$ cat src/eeac_defines.vh
// Constants for the nonvolatile data store access controller.
// Assumes an I/O bus with byte-wide data and 6-bit I/O addresses.
`ifndef EEAC_DEFINES_VH
`define EEAC_DEFINES_VH

// ****************************************
// Register addresses (I/O space)
// ****************************************
`define EEAC_ADDR_CONTROL 6'h1c
`define EEAC_ADDR_DATA 6'h1d
`define EEAC_ADDR_ADDRESS_LOW 6'h1e
`define EEAC_ADDR_ADDRESS_HIGH 6'h1f

// ****************************************
// Control register fields
// ****************************************
`define EEAC_BIT_READ 0
`define EEAC_BIT_WRITE 1
`define EEAC_BIT_MASTER 2
`define EEAC_BIT_IRQ_EN 3
`define EEAC_CONTROL_RESET 4'h0

// ****************************************
// Timing
// ****************************************
`define EEAC_MASTER_CYCLES 3'h4
`define EEAC_WRITE_STALL 3'h4
`define EEAC_READ_STALL 3'h2
`define EEAC_PROG_RC_CYCLES 12'h7ff
`define EEAC_RC_DIV_WIDTH 8
`define EEAC_RC_DIV_DEFAULT 8'h1f
`define EEAC_NV_DEPTH 512

`endif

$ cat src/eeac_controller.v
// Access controller for a 512-byte nonvolatile data store, I/O mapped.
// Assumes the CPU I/O bus is synchronous to core_clk, that io_write and
// io_read are one-cycle strobes, and that the array commits a byte on a
// one-cycle nv_write_req and returns read data combinationally.
//
// What this block and its software do
// 9-bit linear address, locations 0 to 511
// Address bits 15..9 ignore writes, read zero
// Address undefined at reset; software loads first
// Data register holds write byte, read result
// Control bits 7..4 ignore writes, read zero
// Ready interrupt while enabled and strobe clear
// Master write enable self-clears after four cycles
// Write strobe programs only with master enable
// Software sets strobe within four cycles
// Hardware clears write strobe when programming ends
// Programming lasts 2048 RC oscillator cycles
// Write strobe stalls CPU four cycles
// Read strobe fetches byte, then self-clears
// Read strobe stalls CPU two cycles
// During write: no read, no address change
// Software checks write strobe before reading
// Software masks interrupts during write sequence
// Reset does not abort a running write
// Rewriting master enable restarts its count
`timescale 1ns/10ps
`default_nettype none
`include "eeac_defines.vh"

module eeac_controller (
  // Clock and resets
  input wire core_clk,
  input wire reset_n,
  input wire por_n,
  // CPU I/O bus
  input wire [5:0] io_addr,
  input wire io_write,
  input wire io_read,
  input wire [7:0] io_wdata,
  output reg [7:0] io_rdata,
  // CPU interface
  input wire global_irq_enable,
  output wire ready_irq,
  output wire cpu_stall,
  // Calibrated RC oscillator divider setting
  input wire [`EEAC_RC_DIV_WIDTH-1:0] rc_div,
  // Nonvolatile array
  output reg [8:0] nv_addr_out,
  output reg [7:0] nv_wdata,
  output reg nv_write_req,
  input wire [7:0] nv_rdata
);

  // ****************************************
  // State
  // ****************************************
  localparam ST_IDLE = 2'b01;
  localparam ST_PROG = 2'b10;

  reg [1:0] state_q;
  reg [1:0] state_d;
  reg [8:0] nv_address_q;
  reg [7:0] nv_data_q;
  reg ready_irq_enable_q;
  reg master_write_enable_q;
  reg read_strobe_q;
  reg [11:0] prog_count_q;
  reg [`EEAC_RC_DIV_WIDTH-1:0] rc_div_q;
  reg rc_tick_q;

  wire write_busy;
  wire sel_control;
  wire sel_data;
  wire sel_addr_low;
  wire sel_addr_high;
  wire write_start;
  wire read_start;
  wire master_set;
  wire master_done;
  wire stall_write_busy;
  wire stall_read_busy;
  wire prog_done;

  assign write_busy = (state_q == ST_PROG);
  assign sel_control = (io_addr == `EEAC_ADDR_CONTROL);
  assign sel_data = (io_addr == `EEAC_ADDR_DATA);
  assign sel_addr_low = (io_addr == `EEAC_ADDR_ADDRESS_LOW);
  assign sel_addr_high = (io_addr == `EEAC_ADDR_ADDRESS_HIGH);

  assign master_set = io_write && sel_control && io_wdata[`EEAC_BIT_MASTER];
  assign write_start = io_write && sel_control && io_wdata[`EEAC_BIT_WRITE]
    && master_write_enable_q && !write_busy;
  assign read_start = io_write && sel_control && io_wdata[`EEAC_BIT_READ]
    && !write_busy;

  // ****************************************
  // Master write enable expiry
  // ****************************************
  // Reload on every set so a second write restarts the window
  eeac_countdown #(
    .WIDTH(3)
  ) u_master_timer (
    .core_clk(core_clk),
    .reset_n(reset_n),
    .load(master_set),
    .load_value(`EEAC_MASTER_CYCLES),
    .step(1'b1),
    .busy(),
    .done(master_done)
  );

  // ****************************************
  // CPU stall timers
  // ****************************************
  eeac_countdown #(
    .WIDTH(3)
  ) u_write_stall (
    .core_clk(core_clk),
    .reset_n(reset_n),
    .load(write_start),
    .load_value(`EEAC_WRITE_STALL),
    .step(1'b1),
    .busy(stall_write_busy),
    .done()
  );

  eeac_countdown #(
    .WIDTH(3)
  ) u_read_stall (
    .core_clk(core_clk),
    .reset_n(reset_n),
    .load(read_start),
    .load_value(`EEAC_READ_STALL),
    .step(1'b1),
    .busy(stall_read_busy),
    .done()
  );

  assign cpu_stall = stall_write_busy || stall_read_busy;

  // ****************************************
  // RC oscillator tick divider
  // ****************************************
  // Stands in for the calibrated oscillator; runs on por_n only
  always @(posedge core_clk or negedge por_n) begin
    if (!por_n) begin
      rc_div_q <= {`EEAC_RC_DIV_WIDTH{1'b0}};
      rc_tick_q <= 1'b0;
    end else if (rc_div_q >= rc_div) begin
      rc_div_q <= {`EEAC_RC_DIV_WIDTH{1'b0}};
      rc_tick_q <= 1'b1;
    end else begin
      rc_div_q <= rc_div_q + {{(`EEAC_RC_DIV_WIDTH-1){1'b0}}, 1'b1};
      rc_tick_q <= 1'b0;
    end
  end

  // ****************************************
  // Programming sequencer
  // ****************************************
  // Kept on power-on reset only: a system reset must not cut a write short
  assign prog_done = write_busy && rc_tick_q && (prog_count_q == 12'h000);

  always @* begin
    state_d = state_q;
    case (state_q)
      ST_IDLE: begin
        if (write_start) begin
          state_d = ST_PROG;
        end
      end
      ST_PROG: begin
        if (prog_done) begin
          state_d = ST_IDLE;
        end
      end
      default: begin
        state_d = ST_IDLE;
      end
    endcase
  end

  always @(posedge core_clk or negedge por_n) begin
    if (!por_n) begin
      state_q <= ST_IDLE;
      prog_count_q <= 12'h000;
      nv_write_req <= 1'b0;
      nv_addr_out <= 9'h000;
      nv_wdata <= 8'h00;
    end else begin
      state_q <= state_d;
      nv_write_req <= prog_done;
      if (write_start && !write_busy) begin
        prog_count_q <= `EEAC_PROG_RC_CYCLES;
        nv_addr_out <= nv_address_q;
        nv_wdata <= nv_data_q;
      end else if (write_busy && rc_tick_q && prog_count_q != 12'h000) begin
        prog_count_q <= prog_count_q - 12'h001;
      end
      if (read_start) begin
        nv_addr_out <= nv_address_q;
      end
    end
  end

  // ****************************************
  // Address and data registers
  // ****************************************
  // No reset: contents undefined until software loads them
  always @(posedge core_clk) begin
    if (io_write && sel_addr_low && !write_busy) begin
      nv_address_q[7:0] <= io_wdata;
    end
    if (io_write && sel_addr_high && !write_busy) begin
      nv_address_q[8] <= io_wdata[0];
    end
    // Array address is launched at the strobe edge, so the byte is
    // valid one cycle later; the read stall hides that extra cycle
    if (read_strobe_q) begin
      nv_data_q <= nv_rdata;
    end else if (io_write && sel_data) begin
      nv_data_q <= io_wdata;
    end
  end

  // ****************************************
  // Control register
  // ****************************************
  always @(posedge core_clk or negedge reset_n) begin
    if (!reset_n) begin
      ready_irq_enable_q <= 1'b0;
      master_write_enable_q <= 1'b0;
      read_strobe_q <= 1'b0;
    end else begin
      if (io_write && sel_control) begin
        ready_irq_enable_q <= io_wdata[`EEAC_BIT_IRQ_EN];
      end
      if (master_set) begin
        master_write_enable_q <= 1'b1;
      end else if (master_done) begin
        master_write_enable_q <= 1'b0;
      end
      // Byte is fetched one cycle after the strobe, at the edge that drops the flag, so the flag lasts one cycle
      read_strobe_q <= read_start;
    end
  end

  assign ready_irq = ready_irq_enable_q && global_irq_enable && !write_busy;

  // ****************************************
  // Read mux
  // ****************************************
  // Unmapped addresses read zero
  always @* begin
    io_rdata = 8'h00;
    case (io_addr)
      `EEAC_ADDR_CONTROL: begin
        io_rdata = {4'h0, ready_irq_enable_q, master_write_enable_q,
          write_busy, read_strobe_q};
      end
      `EEAC_ADDR_DATA: begin
        io_rdata = nv_data_q;
      end
      `EEAC_ADDR_ADDRESS_LOW: begin
        io_rdata = nv_address_q[7:0];
      end
      `EEAC_ADDR_ADDRESS_HIGH: begin
        io_rdata = {7'h00, nv_address_q[8]};
      end
      default: begin
        io_rdata = 8'h00;
      end
    endcase
  end

endmodule // eeac_controller

`default_nettype wire

$ cat src/eeac_countdown.v
// Loadable down counter with a terminal-count pulse.
// Assumes a single clock and an active-low asynchronous reset.
`timescale 1ns/10ps
`default_nettype none

module eeac_countdown #(
  parameter WIDTH = 3
) (
  // Clock and reset
  input wire core_clk,
  input wire reset_n,
  // Control
  input wire load,
  input wire [WIDTH-1:0] load_value,
  input wire step,
  // Status
  output wire busy,
  output wire done
);
  reg [WIDTH-1:0] count_q;
  reg [WIDTH-1:0] count_d;

  assign busy = (count_q != {WIDTH{1'b0}});
  assign done = busy && step && (count_q == {{(WIDTH-1){1'b0}}, 1'b1}) && !load;

  always @* begin
    count_d = count_q;
    if (load) begin
      count_d = load_value;
    end else if (busy && step) begin
      count_d = count_q - {{(WIDTH-1){1'b0}}, 1'b1};
    end
  end

  always @(posedge core_clk or negedge reset_n) begin
    if (!reset_n) begin
      count_q <= {WIDTH{1'b0}};
    end else begin
      count_q <= count_d;
    end
  end
endmodule // eeac_countdown

`default_nettype wire

$ cat config.mk
export PLATFORM = sky130hd
export DESIGN_NAME = eeac_controller
export DESIGN_NICKNAME = d
export VERILOG_FILES = /design/src/eeac_controller.v /design/src/eeac_countdown.v
export VERILOG_INCLUDE_DIRS = /design/src
export SDC_FILE = /design/constraint.sdc
export NUM_CORES = 1
export LEC_CHECK = 0
export BUFFER_PORTS_ARGS = -buffer_cell sky130_fd_sc_hd__buf_4
export CAP_MARGIN = 20
export CORE_ASPECT_RATIO = 0.5
export CORE_UTILIZATION = 30
export DETAILED_ROUTE_END_ITERATION = 10
export SLEW_MARGIN = 20
export SYNTH_ARGS = -nofsm -noshare
export SYNTH_HDL_FRONTEND = slang
export SYNTH_HIERARCHICAL = 1
export SYNTH_SLANG_ARGS = --single-unit
$ cat constraint.sdc
create_clock -name core_clk -period 5.18 [get_ports core_clk]
set_clock_uncertainty 0.15 [all_clocks]
set_input_delay 0.259 -clock core_clk [delete_from_list [all_inputs] [get_ports core_clk]]
set_output_delay 0.259 -clock core_clk [all_outputs]
set_load 0.01 [all_outputs]
## Yosys cells after proc, flatten, opt, wreduce, memory -nomap -nowiden

Index checks and enable logic that the tools add are counted.

- Output and inout bits: 28
- ROM bits: 0
- Word-level logic and storage cells: 87
- Register bits: 70
- Input port bits: 36
- RAM bits: 0
- Memories: 0
- Bits in latches: 0

- Add/subtract/negate cells: 5
- Div/mod/pow operators: 0
- Equal/unequal tests: 9
- Order comparisons: 1
- Shifts and indexed selects: 0
- Reduce and logical (&&, ||, !) cells: 36
- Muxes and demuxes: 20
- $mul: 0
- Bitwise operators: 0

Operators by type and width:

| cell | count |
|---|---|
| 8-bit case mux with 4 select lines | 1 |
| 6-bit by 5-bit equality test with 1-bit output (second input constant) | 4 |
| 12-bit two-way mux | 2 |
| 8-bit two-way mux | 3 |
| 1-bit logical AND | 20 |
| 3-bit two-way mux | 6 |
| 9-bit two-way mux | 2 |
| 2-bit nonzero test | 7 |
| 12-bit logical NOT | 1 |
| 12-bit nonzero test | 1 |
| 12-bit by 1-bit subtractor with 12-bit output (second input constant) | 1 |
| 3-bit nonzero test | 3 |
| 3-bit by 1-bit subtractor with 3-bit output (second input constant) | 3 |
| 8-bit by 1-bit adder with 8-bit output (second input constant) | 1 |
| 8-bit greater-or-equal comparator | 1 |
| 2-bit two-way mux | 2 |
| 2-bit case mux with 2 select lines | 1 |
| 3-bit by 1-bit equality test with 1-bit output (second input constant) | 1 |
| 1-bit two-way mux | 3 |
| 2-bit by 1-bit equality test with 1-bit output (second input constant) | 1 |
| 2-bit equality test (second input constant) | 1 |
| 1-bit logical NOT | 2 |
| 2-bit by 1-bit != test with 1-bit output (second input constant) | 1 |
| 2-bit != test (second input constant) | 1 |
| 2 further kinds | 2 |

## Logic depth before layout (Yosys ltp)

- Depth after elaboration: 8
- Depth in mapped cells: 8
- Mapped depth without buffers: 7

## By module

Netlist, hierarchy kept.

Modules (own cells, without submodules):

| module | instances | cells each | area each (um2) | seq. area each (um2) |
|---|---|---|---|---|
| eeac_controller | 1 | 262 | 3047.9 | 1612.8 |
| eeac_countdown | 3 | 25 | 226.5 | 75.1 |

## Least setup slack after synthesis

OpenSTA, ideal clock, no wires.

- Kind: register to register
- Start point: reg prog_count_q[4]
- End point: reg prog_count_q[11]
- Slack: 3001 ps
- Data required time: 4905 ps
- Path buffers: 0
- Period minus slack after synthesis: 2179 ps
- Setup time: 125 ps
- Stages on the path, launching flop included: 5
- Arrival time: 1904 ps
- Path through: dfrtp_1 -> or4_4 -> or4_4 -> a211oi_2 -> mux2_2

- Word-level cells in the longest chain between the ends: 3
- Elaborated cells between the ends (all ways): 6
- Classes of those cells: add/sub: 1; mux: 2; reduce/logical: 3

RTL lines:

| what | line | text |
|---|---|---|
| start, declared | eeac_controller.v:67 | `reg [11:0] prog_count_q;` |
| start signal, assigned | eeac_controller.v:194 | `` prog_count_q <= `EEAC_PROG_RC_CYCLES; `` |
| start signal, assigned | eeac_controller.v:198 | `prog_count_q <= prog_count_q - 12'h001;` |
| 12-bit by 1-bit subtractor with 12-bit output or 12-bit nonzero test (tied branches) | eeac_controller.v:198, eeac_controller.v:197 |  |
| 12-bit two-way mux or 1-bit logical AND (tied branches) | eeac_controller.v:197 | `end else if (write_busy && rc_tick_q && prog_count_q != 12'h000) begin` |
| 12-bit two-way mux or 2-bit nonzero test (tied branches) | -- |  |

Parallel ways exist; a longest one is shown, timed or not. The select of a mux whose other input is x is not followed.
A chain may end at the register's enable or synchronous reset.

## Worst setup path after layout

- Start point: in io_addr[5]
- End point: reg nv_wdata[5]

- Word-level cells in the longest chain between the ends: 6

RTL lines:

| what | line | text |
|---|---|---|
| start, declared | eeac_controller.v:36 | `input wire [5:0] io_addr,` |
| 6-bit by 5-bit equality test with 1-bit output | -- |  |
| 1-bit logical AND (4 in a row) | eeac_controller.v:91 | `` assign write_start = io_write && sel_control && io_wdata[`EEAC_BIT_WRITE] `` |
| 1-bit logical AND | eeac_controller.v:193 | `if (write_start && !write_busy) begin` |
| end signal, assigned | eeac_controller.v:196 | `nv_wdata <= nv_data_q;` |
| end, declared | eeac_controller.v:49 | `output reg [7:0] nv_wdata,` |

Every way passes these cells.

==> results by group <==
Floorplanning
  – I/O pins: 64
  – Initial Util: 0.310
  – Core region area: 11900 µm²
  – Die area: approximately 13000 µm²
  – Die H: 80.4 µm
  – Die X: between 150 and 200 µm
  – # rows: 28

Critical path
  – Critical-path maximum fanout: 14
  – Type of origin of the critical path: input port
  – Reg2reg start: state_q[0]
  – Worst R2R End: nv_wdata[5]
  – Req. time, crit path: 5.25 ns
  – CP endpoint kind: flip-flop
  – Crit path from: io_addr[5]
  – Delay of the slowest cell on the worst path: 1.00 ns
  – Slowest-stage cell, CP: nor4_2
  – Buffers plus inverters on the worst setup path: 2
  – Worst EP arrival: 2.55 ns
  – Critical path type: input port to flip-flop
  – WP depth: 5
  – Cell family with most CP delay: simple AND/OR/NAND/NOR gates
  – Worst path cell trace: buf_4 > nand4b_1 > nor4_2 > buf_4 > mux2_2
  – CP Capture Point: nv_wdata[5]
  – Cell mode on critical path: buf_4
  – R2r setup slk: 2.73 ns
  – R2R cell count: 4

Finish
  – Layout cell share with drive strength beyond 1: 0.276
  – Final nets: 480
  – Area growth syn-to-layout: 30.0%
  – Layout Cells excl Fill: 596
  – Antenna Cells: 0

Timing
  – Max-slew headroom: 0.315
  – Final setup viols: 0
  – Final min period: ~2.5 ns
  – Period utilization: 0.479
  – Final hold vios: 0
  – Max-slew violations: 0
  – RSZ-0062 raised after global routing: false
  – Least-Margin Pin Slew: 1.02 ns
  – Setup TNS: 0 ns
  – Upper clock frequency limit: 0.403 GHz

Clock tree
  – Clk slew on worst S/H paths: 0.06 ns
  – CTS tree: yes
  – Total CTS buffers: 9
  – Setup bufs post-CTS: 0
  – Max clock buf depth: 2
  – Post-CTS Resized: 0
  – Hold buffer count at CTS: 10
  – Clk Latency, worst-skew pair: 0.33 ns
  – Clock sink count: 70
  – # H-tree levels: 3
  – Root buffer cell: clkbuf_16

Global route
  – Largest net degree at the start of global routing: 42
  – Vias in the first global route: 2679
  – First-pass GRT wire length: 13000 µm
  – Initial antenna violation count: 0
  – GRT overflow: 0
  – Global Route Usage Sum: 0.132

Synthesis
  – Mean post-synth cell area: 11.1 µm²
  – Synthesized instance count: 333
  – Yosys warns: 6
  – Mapped Area: 3680 µm²

Placement
  – Placer Congestion: 0.758
  – PortBufs: 62
  – Hpwl dp: roughly 5600 µm
  – Placed Cells: 570

Drt
  – Vias/cell: 4.45
  – Routed Antenna Nets: 0
  – Drt wl/cell: about 13 µm
  – Drt total wl: 7720 µm
  – Via Count: 2653
  – Total iterations of the first detailed-routing run: 4
  – DRC errors left: 0
  – Initial DRC count: 170

Min path
  – Hold_sp: nv_rdata[2]
  – Worst Hold Class: input port to flip-flop

Job
  – Max-cap violations: 0

Power
  – LEAKAGE: 2.26 nW
  – Power Density: 367 nW/µm²
  – VDD IR max: 0.152 mV

Run status
  – Outcome: completed
==> flip-flops by register name (all words and copies together), names as in the netlist, 2 cells and up <==
name	count
rc_div_q	8
prog_count_q	12
nv_addr_out	9
u_read_stall/count_q	3
nv_wdata	8
u_master_timer/count_q	3
nv_address_q	9
u_write_stall/count_q	3
state_q	2
nv_data_q	8
==> layer usage <==
layer / GRT usage / routed length [µm]
met1: 0.156 / 3580
met2: 0.232 / 3820
met3: 0.0460 / 241
met4: 0.0320 / 72
met5: 0 / 0
==> cell usage in the layout (no fill, tap or decap), types with 4 or more instances in the layout <==
cell           count
buf_4             63
dfrtp_1           52
nor2_1            43
mux2_2            26
conb_1            24
inv_1             21
ha_1              18
edfxtp_1          17
mux2i_1           14
nand2_1           14
a21oi_1           13
o21ai_0           10
and3_1            10
nand3_1           10
clkbuf_16         10
dlygate4sd3_1     10
nor2b_1            5
xor2_1             5
a22oi_1            4
a31o_2             4
==> area by class of cell <==
cell class	instances	area, µm²
clock buffer	11	254
clock inverter	5	56.3
fill	1137	7090
inverter	21	78.8
multi-input combinational	251	1780
sequential	70	1840
tap	165	206
timing repair buffer	73	573
==> worst register-to-register path: stages (launching register included) <==
cell     delay, ns
dfstp_2       0.55
nor2b_1       0.09
nor4_2        0.84
buf_4         0.36
mux2_2        0.36
==> power by group <==
part / leakage (nW) / internal (mW) / switching (mW) / total, mW
clock network: 0.151 / 0.401 / 0.231 / 0.632
registers: 0.838 / 0.651 / 0.0768 / 0.728
logic: 1.28 / 0.208 / 0.188 / 0.396
total: 2.26 / 1.26 / 0.496 / 1.76
==> stage by stage <==
| step | worst slack (ns) | power, mW | cell area (µm²) | util | hold slack [ns] |
|---|---|---|---|---|---|
| after floorplan | 3.00 | 1.01 | 3770 | - | -0.187 |
| after global placement | 2.27 | 1.12 | 4380 | 0.369 | -0.0276 |
| after detailed placement | 2.30 | 1.13 | 4380 | 0.369 | -0.0301 |
| after CTS | 2.67 | 1.78 | 4790 | 0.403 | 0.0660 |
| after global routing | 2.52 | 1.87 | 4790 | 0.403 | 0.0699 |
| final | 2.70 | 1.76 | 4790 | 0.403 | 0.0785 |
==> how the worst min path moves through the flow <==
stage,to,depth (start not counted)
finish,nv_data_q[2],3
global route,nv_data_q[7],2
CTS,nv_data_q[2],3
detailed placement,u_write_stall/count_q[2],1
global placement,u_write_stall/count_q[2],1
floorplan,master_write_enable_q,0
Power figures use the tool's default switching activity.
